$ cat src/hdl/dac_cfg_pkg.sv
package dac_cfg_pkg;

  // ----------------------------------------
  // Register addresses (13-bit to serve the long instruction form)
  // ----------------------------------------
  localparam int ADDR_W = 13;
  localparam logic [12:0] ADDR_SERIAL_CTL = 13'h0000;
  localparam logic [12:0] ADDR_DATA_PATH = 13'h0002;
  localparam logic [12:0] ADDR_REVISION = 13'h000D;
  localparam logic [12:0] ADDR_CAL_STATE = 13'h000E;
  localparam logic [12:0] ADDR_CAL_CMD = 13'h000F;
  localparam logic [12:0] ADDR_COEF_ADDR = 13'h0010;
  localparam logic [12:0] ADDR_COEF_VALUE = 13'h0011;
  localparam logic [12:0] ADDR_TRIM = 13'h0014;

  // ----------------------------------------
  // Field positions
  // ----------------------------------------
  localparam int CAL_SRC_LSB = 4;
  localparam int CAL_DONE_BIT = 7;
  localparam int CAL_START_BIT = 6;
  localparam int STORE_BIT = 3;
  localparam int FETCH_BIT = 2;
  localparam int RESTORE_BIT = 0;
  localparam int TRIM_SCALE_BIT = 4;

  // ----------------------------------------
  // Reset values and constants
  // ----------------------------------------
  localparam logic [7:0] SERIAL_CTL_RESET = 8'h80;
  localparam logic [7:0] DATA_PATH_RESET = 8'h00;
  localparam logic [2:0] DIVIDER_RESET = 3'h0;
  localparam logic [5:0] COEF_ADDR_RESET = 6'h00;
  localparam logic [5:0] COEF_VALUE_RESET = 6'h3F;
  localparam logic [5:0] COEF_DEFAULT = 6'h20;
  localparam logic [8:0] DIV_BASE_PERIOD = 9'h100;
  localparam int COEF_DEPTH = 64;
  // Arbitrary revision code
  localparam logic [3:0] REVISION_CODE = 4'h1;

  // Calibration source codes
  localparam logic [1:0] SRC_COEFFICIENT_RESTORE_DEFAULT = 2'h0;
  localparam logic [1:0] SRC_SELF = 2'h1;
  localparam logic [1:0] SRC_USER = 2'h3;

  // ----------------------------------------
  // Types
  // ----------------------------------------
  typedef struct packed {
    logic serial_pin_direction_select;
    logic bit_order_select;
    logic soft_reset_request;
    logic long_instruction_select;
    logic full_power_down;
    logic sleep;
    logic master_clock_gate;
    logic reference_source_select;
  } serial_ctl_t;

  typedef struct packed {
    logic sample_coding_select;
    logic [1:0] unused_hi;
    logic sample_latch_edge_select;
    logic input_retime_stage_enable;
    logic clock_input_type_select;
    logic unused_lo;
    logic calibration_clock_enable;
  } data_cfg_t;

  // One byte access from the serial port controller
  typedef struct packed {
    logic wr;
    logic rd;
    logic [12:0] addr;
    logic [7:0] wdata;
  } reg_req_t;

  typedef enum logic [1:0] {
    CAL_IDLE = 2'b01,
    CAL_RUN = 2'b10
  } cal_state_t;

endpackage

$ cat src/hdl/dac_serial_config_registers.sv
`timescale 1ns/1ps

// Behaviour
// Port config applies on byte's last bit
// Soft reset defaults all but control
// Soft reset bit self-clears when done
// Host uses single-byte config/reset writes
// Pin direction: 0 four-wire, 1 three-wire
// Bit order: 0 MSB first, 1 LSB
// Long instruction: 5 or 13 address bits
// Power-down stops all but serial port
// Sleep turns converter output current off
// Clock gate disables internal master clock
// Reference select: internal or external
// Coding: unsigned or twos complement input
// Falling latch only with retime stage
// Retime stage adds one cycle latency
// Clock input single-ended or differential
// Calibration clock enable gates calibration clock
// Divider code halves ratio, 256 to 2
// Done flag set after calibration completes
// Start bit begins self-calibration
// Store writes value into coefficient memory
// Fetch reads coefficient into value register
// Restore returns coefficients to defaults
// Six-bit coefficient address, resets zero
// Six-bit coefficient value, resets ones
// Source field: 00, 01 self, 11 user
// Revision field read-only fixed value
module dac_serial_config_registers #(
  parameter int SAMPLE_WIDTH = 14
) (
  // Clock, reset and enable
  input wire logic core_clk,
  input wire logic reset_n,
  input wire logic clk_en,
  // Byte access from the serial port controller
  input wire dac_cfg_pkg::reg_req_t reg_req,
  output logic [7:0] reg_rdata,
  // Sample path
  input wire logic [SAMPLE_WIDTH-1:0] sample_in,
  output logic [SAMPLE_WIDTH-1:0] sample_code,
  // Calibration engine
  input wire logic [5:0] cal_measure,
  output logic cal_clock_pulse,
  // Configuration to the serial controller and analog
  output dac_cfg_pkg::serial_ctl_t serial_config,
  output logic analog_enable,
  output logic output_current_enable,
  output logic master_clock_enable,
  output logic reference_external,
  output logic clock_input_differential,
  output logic latch_on_falling,
  output logic cal_scale_half
);

  // ----------------------------------------
  // Parameter check
  // ----------------------------------------
  if (SAMPLE_WIDTH < 8 || SAMPLE_WIDTH > 14) begin : g_bad_width
    $error("SAMPLE_WIDTH must lie in 8..14");
  end

  // ----------------------------------------
  // State
  // ----------------------------------------
  typedef struct packed {
    dac_cfg_pkg::serial_ctl_t ctl;        // Serial port control register
    dac_cfg_pkg::data_cfg_t dcfg;         // Data path configuration
    logic [2:0] div;                      // Calibration clock divider code
    logic [1:0] src;                      // Calibration source state
    logic done;                           // Calibration complete flag
    dac_cfg_pkg::cal_state_t cal;         // Calibration sequencer
    logic [5:0] step;                     // Coefficient being calibrated
    logic [7:0] divcnt;                   // Divider counter
    logic cal_pulse;                      // Divided calibration clock tick
    logic [5:0] caddr;                    // Coefficient address
    logic [5:0] cval;                     // Coefficient value
    logic trim;                           // Calibration converter scale
    logic [dac_cfg_pkg::COEF_DEPTH-1:0][5:0] mem; // Coefficient storage
    logic [7:0] rdata;                    // Read data
    logic [SAMPLE_WIDTH-1:0] stage1;      // Input latch
    logic [SAMPLE_WIDTH-1:0] stage2;      // Optional retime stage
    logic [SAMPLE_WIDTH-1:0] sout;        // Sample output
    logic cur_en;                         // Output current enable
    logic ana_en;                         // Analog/digital enable
    logic mclk_en;                        // Master clock enable
    logic falling;                        // Effective latch edge
  } state_t;

  state_t s_q;
  state_t s_d;

  // Values computed per cycle
  logic run_clk;
  logic [8:0] period;
  logic [7:0] terminal;
  logic [SAMPLE_WIDTH-1:0] coded;
  logic [7:0] rd_val;

  // ----------------------------------------
  // Reset value of the whole state
  // ----------------------------------------
  function automatic state_t reset_state();
    state_t r;
    r = '0;
    r.ctl = dac_cfg_pkg::SERIAL_CTL_RESET;
    r.dcfg = dac_cfg_pkg::DATA_PATH_RESET;
    r.div = dac_cfg_pkg::DIVIDER_RESET;
    r.src = dac_cfg_pkg::SRC_COEFFICIENT_RESTORE_DEFAULT;
    r.cal = dac_cfg_pkg::CAL_IDLE;
    r.caddr = dac_cfg_pkg::COEF_ADDR_RESET;
    r.cval = dac_cfg_pkg::COEF_VALUE_RESET;
    for (int i = 0; i < dac_cfg_pkg::COEF_DEPTH; i++) begin
      r.mem[i] = dac_cfg_pkg::COEF_DEFAULT;
    end
    r.cur_en = 1'b1;
    r.ana_en = 1'b1;
    r.mclk_en = 1'b1;
    return r;
  endfunction

  // ----------------------------------------
  // Next-state logic
  // ----------------------------------------
  always_comb begin
    s_d = s_q;
    // Internal clock stops under power-down or master clock gate
    run_clk = !s_q.ctl.full_power_down && !s_q.ctl.master_clock_gate;
    // Divider period halves per code step: 256 >> code
    period = dac_cfg_pkg::DIV_BASE_PERIOD >> s_q.div;
    terminal = 8'(period - 9'h001);
    // Twos complement flips the sign bit to give offset binary
    coded = sample_in;
    if (s_q.dcfg.sample_coding_select) begin
      coded[SAMPLE_WIDTH-1] = ~sample_in[SAMPLE_WIDTH-1];
    end

    // Read mux over current register contents
    case (reg_req.addr)
      dac_cfg_pkg::ADDR_SERIAL_CTL: rd_val = s_q.ctl;
      dac_cfg_pkg::ADDR_DATA_PATH: rd_val = {s_q.dcfg[7], 2'h0, s_q.dcfg[4:2], 1'b0, s_q.dcfg[0]};
      dac_cfg_pkg::ADDR_REVISION: rd_val = {4'h0, dac_cfg_pkg::REVISION_CODE};
      dac_cfg_pkg::ADDR_CAL_STATE: rd_val = {2'h0, s_q.src, 1'b0, s_q.div};
      dac_cfg_pkg::ADDR_CAL_CMD: begin
        // Command bits read zero; start reads one while running
        rd_val = 8'h00;
        rd_val[dac_cfg_pkg::CAL_DONE_BIT] = s_q.done;
        rd_val[dac_cfg_pkg::CAL_START_BIT] = (s_q.cal == dac_cfg_pkg::CAL_RUN);
      end
      dac_cfg_pkg::ADDR_COEF_ADDR: rd_val = {2'h0, s_q.caddr};
      dac_cfg_pkg::ADDR_COEF_VALUE: rd_val = {2'h0, s_q.cval};
      dac_cfg_pkg::ADDR_TRIM: rd_val = {3'h0, s_q.trim, 4'h0};
      default: rd_val = 8'h00; // Unmapped addresses read zero
    endcase
    if (reg_req.rd) begin
      s_d.rdata = rd_val;
    end

    // Calibration clock divider, gated by its enable
    s_d.cal_pulse = 1'b0;
    if (s_q.dcfg.calibration_clock_enable && run_clk) begin
      if (s_q.divcnt >= terminal) begin
        s_d.divcnt = 8'h00;
        s_d.cal_pulse = 1'b1;
      end else begin
        s_d.divcnt = s_q.divcnt + 8'h01;
      end
    end else begin
      s_d.divcnt = 8'h00;
    end

    // Calibration sequencer: one coefficient per calibration tick
    case (s_q.cal)
      dac_cfg_pkg::CAL_IDLE: begin
      end
      dac_cfg_pkg::CAL_RUN: begin
        if (s_q.cal_pulse) begin
          s_d.mem[s_q.step] = cal_measure;
          s_d.step = s_q.step + 6'h01;
          if (s_q.step == 6'(dac_cfg_pkg::COEF_DEPTH - 1)) begin
            s_d.done = 1'b1;
            s_d.src = dac_cfg_pkg::SRC_SELF;
            s_d.cal = dac_cfg_pkg::CAL_IDLE;
          end
        end
      end
      default: s_d.cal = dac_cfg_pkg::CAL_IDLE;
    endcase

    // Register writes take effect on the strobe edge
    if (reg_req.wr) begin
      case (reg_req.addr)
        dac_cfg_pkg::ADDR_SERIAL_CTL: begin
          // Port format changes on the strobe edge, once the whole byte is in
          s_d.ctl = reg_req.wdata;
        end
        dac_cfg_pkg::ADDR_DATA_PATH: begin
          s_d.dcfg = reg_req.wdata & 8'h9D;
        end
        dac_cfg_pkg::ADDR_CAL_STATE: begin
          s_d.div = reg_req.wdata[2:0];
        end
        dac_cfg_pkg::ADDR_CAL_CMD: begin
          if (reg_req.wdata[dac_cfg_pkg::RESTORE_BIT]) begin
            // Restore has priority over store and fetch
            for (int i = 0; i < dac_cfg_pkg::COEF_DEPTH; i++) begin
              s_d.mem[i] = dac_cfg_pkg::COEF_DEFAULT;
            end
            s_d.src = dac_cfg_pkg::SRC_COEFFICIENT_RESTORE_DEFAULT;
            s_d.cal = dac_cfg_pkg::CAL_IDLE;
          end else if (reg_req.wdata[dac_cfg_pkg::STORE_BIT]) begin
            s_d.mem[s_q.caddr] = s_q.cval;
            s_d.src = dac_cfg_pkg::SRC_USER;
          end else if (reg_req.wdata[dac_cfg_pkg::FETCH_BIT]) begin
            s_d.cval = s_q.mem[s_q.caddr];
          end
          if (reg_req.wdata[dac_cfg_pkg::CAL_START_BIT]
              && !reg_req.wdata[dac_cfg_pkg::RESTORE_BIT]) begin
            // A new run clears the old completion; a run ending this cycle still sets it
            s_d.cal = dac_cfg_pkg::CAL_RUN;
            s_d.step = 6'h00;
            s_d.done = s_d.done && !s_q.done;
          end
        end
        dac_cfg_pkg::ADDR_COEF_ADDR: s_d.caddr = reg_req.wdata[5:0];
        dac_cfg_pkg::ADDR_COEF_VALUE: s_d.cval = reg_req.wdata[5:0];
        dac_cfg_pkg::ADDR_TRIM: s_d.trim = reg_req.wdata[dac_cfg_pkg::TRIM_SCALE_BIT];
        default: begin
        end
      endcase
    end

    // Sample path: latch, optional retime stage, output
    if (run_clk) begin
      s_d.stage1 = coded;
      s_d.stage2 = s_q.stage1;
      // Retime stage costs exactly one cycle of latency
      s_d.sout = s_q.dcfg.input_retime_stage_enable ? s_q.stage2 : s_q.stage1;
    end

    // Static control outputs follow the registers
    s_d.ana_en = !s_d.ctl.full_power_down;
    s_d.cur_en = !s_d.ctl.sleep && !s_d.ctl.full_power_down;
    s_d.mclk_en = !s_d.ctl.master_clock_gate;
    // Falling edge only honoured with the retime stage on
    s_d.falling = s_d.dcfg.sample_latch_edge_select && s_d.dcfg.input_retime_stage_enable;

    // Pending soft reset: one cycle later all but control, the enables it drives and read data go to default.
    // The write that set it wins that cycle; the reset completes next.
    if (s_q.ctl.soft_reset_request) begin
      s_d = reset_state();
      s_d.ctl = s_q.ctl;
      s_d.ctl.soft_reset_request = 1'b0;
      s_d.ana_en = !s_q.ctl.full_power_down;
      s_d.cur_en = !s_q.ctl.sleep && !s_q.ctl.full_power_down;
      s_d.mclk_en = !s_q.ctl.master_clock_gate;
      s_d.rdata = s_q.rdata;
    end
  end

  // ----------------------------------------
  // State register
  // ----------------------------------------
  always_ff @(posedge core_clk or negedge reset_n) begin
    if (!reset_n) begin
      s_q <= reset_state();
    end else if (clk_en) begin
      s_q <= s_d;
    end
  end

  // ----------------------------------------
  // Outputs, straight from state flops
  // ----------------------------------------
  assign reg_rdata = s_q.rdata;
  assign sample_code = s_q.sout;
  assign cal_clock_pulse = s_q.cal_pulse;
  assign serial_config = s_q.ctl;
  assign analog_enable = s_q.ana_en;
  assign output_current_enable = s_q.cur_en;
  assign master_clock_enable = s_q.mclk_en;
  assign reference_external = s_q.ctl.reference_source_select;
  assign clock_input_differential = s_q.dcfg.clock_input_type_select;
  assign latch_on_falling = s_q.falling;
  assign cal_scale_half = s_q.trim;

endmodule

$ cat config.mk
export PLATFORM = sky130hd
export DESIGN_NAME = dac_serial_config_registers
export DESIGN_NICKNAME = d
export VERILOG_FILES = /design/src/hdl/dac_cfg_pkg.sv /design/src/hdl/dac_serial_config_registers.sv
export SDC_FILE = /design/constraint.sdc
export NUM_CORES = 1
export LEC_CHECK = 0
export BUFFER_PORTS_ARGS = -buffer_cell sky130_fd_sc_hd__buf_2
export CAP_MARGIN = 20
export CORE_ASPECT_RATIO = 0.7
export CORE_MARGIN = 2
export CORE_UTILIZATION = 51
export CTS_BUF_LIST = sky130_fd_sc_hd__clkbuf_8
export DETAILED_ROUTE_END_ITERATION = 12
export HOLD_SLACK_MARGIN = 0.05
export PLACE_DENSITY_LB_ADDON = 0.08
export RECOVER_POWER = 50
export SLEW_MARGIN = 20
export SYNTH_ARGS = -nofsm -noshare
export SYNTH_HDL_FRONTEND = slang
export SYNTH_SLANG_ARGS = --single-unit
$ cat constraint.sdc
create_clock -name core_clk -period 4.1 [get_ports core_clk]
set_clock_uncertainty 0.1 [all_clocks]
set_input_delay 0.82 -clock core_clk [delete_from_list [all_inputs] [get_ports core_clk]]
set_output_delay 0.82 -clock core_clk [all_outputs]
set_load 0.005 [all_outputs]
==> metrics.cfg, run 1 <==
[detailed_routing]
dr_total_vias=29100
wirelength_um=109000
drtPass1Iterations=9
ant_nets=0
drc=0
wire_per_inst_um=24.8
drt_iter0_drc=3748
viasPerCell=6.60

[cts]
clockBufferDepth=3
cts_tree=built
post_cts_buffers=0
htreeDepth=3
cts_root_buf=clkbuf_8
cts.sink_count=487
clk_pin_slew_ns=0.07
clk_latency_ns=0.71
cts_buffers=84
cts_repair_resize_count=0
cts_hold_buf=0

[pwr]
vdd_drop_max_mv=0.251
leakagePower_nw=14.6
pwr-share-comb_pct=20.4
seq_power_share_pct=44.2
p_int_mw=9.68
switchingPower_mw=4.42
swShare_pct=31.4
powerDensity_nw_per_um2=416
clkPwrFrac_pct=35.4

[cells_and_area]
drive_gt1_share_pct=15.6
layout.nets=3594
area_growth_pct=10.1
final_cell_area_sq_um=33900

[setup_path]
endpoint_kind=asynchronous set/reset pin
crit_chain=clkbuf_2
path_buf_inv=1
arrival_ns=3.05
worst_ep_required_time_ns=3.69
crit-reg2reg-launch=s_q[445]
start_kind=primary input
crit_start=reset_n
cpPeakStageDelay_ns=2.05
r2r-end=s_q[439]
cp_slowest_cell=clkbuf_2
reg2reg_setup_slack_ns=0.80
path_class=in -> async
reg2reg_depth=7
path_delay_family=buffers and inverters
cp_max_fo=93

[synth]
synth_top_area_cell=dfrtp_1
synth.most_common_cell=nand2_1
synth_area_leaders=dfrtp_1, o22ai_1, mux2i_1, o21ai_0, o211ai_1
async_flop_share_pct=100
synth_edf_count=0
yosysWarnings=0
netlist_instances=3627
syn_nets=3686
netlist_top_cells_count=nand2_1, o21ai_0, dfrtp_1
netlist_area_sq_um=30800
synthFlopType=dfrtp_1
syn_avg_cell_area_sq_um=8.48
ys_types=65
synth_top_area_share_pct=33.5
ys_ff_latch=487
yosysSeqAreaShare_pct=39.9

[global_routing]
grt_max_degree=214
grt_usage_pct=34.6
antenna_found_initial=2
grt_pass1_vias=27900
gr-total-overflow=0
grt_pass1_wl_um=168000

[floorplanning]
die_w_um=298
start_util_pct=51.5
die_area_sq_um=62300
io_pins=84
core_area_sq_um=59800
die_h_um=209
num_rows=75

[hold_path]
min_from=sample_in[6]
whs_path_depth=2
min_to=s_q[38]
hp-class=in -> reg

[sta]
hold_viol=0
fin_tns_setup_ns=0
slew_viol_final=146
rsz0062_at_grt=no
setup_viol=0
period_minus_slack_ns=3.46
slew-limit-headroom_pct=-106
fin_crit_sh_pct=84.5
timing.final.ws_setup_ns=0.638
fmax_ghz=0.289
worst_pin_slew_ns=3.09

[place]
hpwl_um=67100
io_buffers=83
dpl-instance-area_sq_um=32000
place_ws_ns=0.653
gp_congestion=0.908

[outcome]
violations=capacitance limit, slew limit
status=finished, violations left

[flow_run]
cap_violations=2

metrics by stage:
step	hold WS, ns	total power [mW]	cells	util [%]
after floorplan	0.339	8.16	3627	-
after CTS	0.110	14.1	4412	56.7
final	0.232	14.1	4413	56.7
after global placement	0.355	8.94	4256	53.6
after global routing	0.216	14.8	4413	56.7
after detailed placement	0.362	9.11	4257	53.6
layer usage:
metal	GRT usage (%)	wire, um	vias up
li1	-	-	12900
met1	50.1	46700	14400
met2	49.8	46700	1585
met3	8.84	11900	272
met4	12.9	3980	4
met5	0	70	-
worst max path at each step:
| stage | endpoint | slack (ns) | depth (start not counted) |
|---|---|---|---|
| floorplan | serial_config[1] | 1.11 | 7 |
| global route | s_q[447] | 0.33 | 1 |
| detailed placement | s_q[75] | 0.65 | 8 |
| CTS | s_q[442] | 0.77 | 7 |
| finish | s_q[447] | 0.64 | 1 |
| global placement | s_q[75] | 0.70 | 8 |
flip-flops by register name, summed over array words and instances, names as in the netlist:
| signal | count |
|---|---|
| reg_rdata | 8 |
| analog_enable | 1 |
| master_clock_enable | 1 |
| latch_on_falling | 1 |
| clock_input_differential | 1 |
| sample_code | 14 |
| cal_clock_pulse | 1 |
| serial_config | 7 |
| output_current_enable | 1 |
| s_q | 450 |
| cal_scale_half | 1 |
| reference_external | 1 |
cells by family after synthesis:
logic type               count (synthesis)  share of synthesized area, %
AND/OR/NAND/NOR                        782                          11.3
adder cells (fa/ha/maj)                 13                         0.529
XOR/XNOR                                 6                         0.171
flip-flops                             487                          39.9
AO/OA/AOI/OAI                         1250                          25.1
buffers and inverters                  789                          10.2
multiplexers                           300                          12.9
power by group through the flow:
stage	Sequential, mW	Clock [mW]	Combinational (mW)
after floorplan	5.99	0	2.16
final	6.23	4.99	2.88
after CTS	6.20	5.07	2.84
after global routing	6.31	5.29	3.19
after detailed placement	6.28	0	2.83
after global placement	6.24	0	2.70
cell type report:
| cell class | instances | area (sq um) |
|---|---|---|
| clock buffers | 117 | 1610 |
| flip-flops and latches | 487 | 12300 |
| diodes | 1 | 2.50 |
| inverters | 353 | 1330 |
| multi-input cells | 2351 | 15400 |
| well taps | 808 | 1010 |
| fillers | 5334 | 25900 |
| clock inverters | 38 | 272 |
| repair buffers | 258 | 1940 |
layout by cell type, fill, tap and decap left out, types with 8 or more instances in the layout:
| cell | synthesis | final |
|---|---|---|
| mux2_2 | 10 | 10 |
| o21ai_0 | 415 | 415 |
| and3_1 | 9 | 8 |
| mux4_2 | 75 | 75 |
| buf_2 | 23 | 81 |
| a22o_1 | 30 | 30 |
| dfstp_2 | 75 | 73 |
| buf_12 | 0 | 18 |
| inv_1 | 351 | 376 |
| or3_1 | 14 | 14 |
| nor2_1 | 104 | 103 |
| nand2b_1 | 12 | 12 |
| o211ai_1 | 263 | 263 |
| nand2_1 | 452 | 452 |
| o31ai_1 | 16 | 16 |
| a21oi_1 | 95 | 94 |
| dfrtp_1 | 412 | 409 |
| nand3_1 | 23 | 23 |
| mux2i_1 | 215 | 215 |
| a31oi_1 | 12 | 12 |
| nor3_1 | 60 | 59 |
| ha_1 | 13 | 13 |
| buf_4 | 34 | 149 |
| o22ai_1 | 350 | 350 |
| clkbuf_8 | 0 | 117 |
| nand4_1 | 67 | 67 |
| a22oi_1 | 34 | 34 |
worst reg2reg max path: stages, from the launching register on:
cell and delay, ns:
dfrtp_4 0.93, buf_4 0.52, buf_4 0.35, mux4_2 0.61
mux2i_1 0.32, o22ai_1 0.17, nor2_1 0.14, a31oi_1 0.09
(Power assumes the default switching activity.)
==> run 2: changes to the inputs <==
Clock period 4.1 ns to 3.5 ns, I/O delays scaled along.
==> run 2 against run 1 <==
  * The run still ends with capacitance limit, slew limit left
  * Design area grew 1.1%
  * Register-to-register slack lost 0.43 ns
  * First-iteration DRC count grew 1.1%
  * Setup slack lost 0.27 ns
  * Die area is the same
  * Wire length shrank 1.2%
  * Sequential cell count is the same
  * Sequential power grew 16%
  * Sequential share of layout area shrank 0.41 points
  * Total power grew 13%
  * Critical endpoint is now s_q[440]
  * Largest power group unchanged
==> metrics.cfg, run 2 (synthesized netlist as in run 1, its figures left out) <==
[sta]
slew_viol_final=69
period_minus_slack_ns=3.13
rsz0062_at_grt=no
timing.final.ws_setup_ns=0.368
setup_viol=0
slew-limit-headroom_pct=-66.8
fin_tns_setup_ns=0
fmax_ghz=0.319
worst_pin_slew_ns=2.50
fin_crit_sh_pct=89.5
hold_viol=0

[cells_and_area]
layout.nets=3650
final_core_util_pct=57.3
final_common_cell=nand2_1
antennaDiodeCount=0
top_register=s_q
layout.cells.non_filler=4466
final_cell_mix=nand2_1, o21ai_0, dfrtp_1
largest_reg_flops=450
drive_gt1_share_pct=16.5
area_growth_pct=11.3

[place]
post-place-cells=4313
gp_congestion=0.908
hpwl_um=68900
place_ws_ns=0.284
io_buffers=83

[detailed_routing]
wirelength_um=108000
ant_nets=0
drtPass1Iterations=6
drt_iter0_drc=3788
viasPerCell=6.58
drc=0
dr_total_vias=29400
wire_per_inst_um=24.2

[floorplanning]
die_h_um=209
io_pins=84
start_util_pct=51.5
die_w_um=298
num_rows=75
core_area_sq_um=59800
die_area_sq_um=62300

[cts]
cts_tree=built
clockBufferDepth=3
post_cts_buffers=0
cts_root_buf=clkbuf_8
cts_buffers=82
clk_pin_slew_ns=0.07
clk_latency_ns=0.71
cts.sink_count=487
htreeDepth=3

[outcome]
status=finished, violations left
violations=capacitance limit, slew limit

[flow_run]
cap_violations=1

[global_routing]
grtUsageMet3_pct=7.64
grt_pass1_vias=27900
grt_usage_pct=34.2
met1_usage_pct=50.5
grt_max_degree=218
busiest_layer=met1
use_met2_pct=49.9
grt_pass1_wl_um=168000
gr-total-overflow=0
antenna_found_initial=1

[setup_path]
path_class=reg -> reg
worst_ep_required_time_ns=4.04
critPathCapture=s_q[440]
crit_start=s_q[447]
crit-reg2reg-launch=s_q[447]
arrival_ns=3.67
r2r-end=s_q[440]
endpoint_kind=flip-flop
reg2reg_depth=7
cp_max_fo=32
reg2reg_setup_slack_ns=0.37
start_kind=flip-flop

[pwr]
leakagePower_nw=14.8
vdd_drop_max_mv=0.369
powerDensity_nw_per_um2=467

[hold_path]
hp-class=in -> reg
whs_path_depth=2

-- run 2: final cells by class --
| class | instances | area, sq um |
|---|---|---|
| fill | 5300 | 25500 |
| multi-input combinational | 2351 | 15400 |
| sequential | 487 | 12300 |
| timing repair buffer | 316 | 2560 |
| clock buffer | 107 | 1470 |
| inverter | 353 | 1330 |
| tap | 808 | 1010 |
| clock inverter | 44 | 195 |
-- run 2: worst min-delay path by stage --
stage	startpoint	end	slack (ns)
3_3_place_gp	sample_code[0]	sample_code[0]	0.36
2_1_floorplan	reset_n	cal_clock_pulse	0.30
4_1_cts	sample_in[11]	s_q[43]	0.07
6_report	sample_in[11]	s_q[43]	0.11
3_5_place_dp	sample_code[13]	sample_code[13]	0.36
5_1_grt	sample_in[8]	s_q[40]	0.09
-- run 2: routing by layer --
layer / routed length [um] / vias up
met1: 47200 / 14600
met2: 46500 / 1602
li1: - / 13000
met3: 11000 / 215
met4: 3240 / 0
met5: 0 / -
-- run 2: where the power goes --
| group | switching (mW) | internal, mW | leakage [nW] |
|---|---|---|---|
| combinational | 1.92 | 1.54 | 7.63 |
| sequential | 0.657 | 6.58 | 6.21 |
| clock | 2.56 | 2.74 | 0.976 |
| total | 5.14 | 10.9 | 14.8 |
-- run 2: per-stage QoR --
| step | hold WS [ns] | power (mW) | area (sq um) |
|---|---|---|---|
| 6_report | 0.114 | 16.0 | 34200 |
| 5_1_grt | 0.0860 | 16.8 | 34200 |
| 4_1_cts | 0.0719 | 16.0 | 34300 |
| 3_5_place_dp | 0.362 | 10.7 | 32600 |
| 3_3_place_gp | 0.356 | 10.5 | 32600 |
| 2_1_floorplan | 0.304 | 9.56 | 30800 |
-- run 2: timing repair --
action	4_1_cts	5_1_grt
gates resized for setup	0	1
endpoints found under the hold margin	57	0
hold buffers	1	0
endpoints found under the setup margin	0	2
-- run 2: worst max-delay path: stages, from the launching register on --
cell and delay, ns:
dfrtp_4 0.88, buf_4 0.37, buf_4 0.26, mux2i_1 0.17
a2111oi_0 0.80, buf_4 0.23, o31ai_1 0.07, a31oi_1 0.16
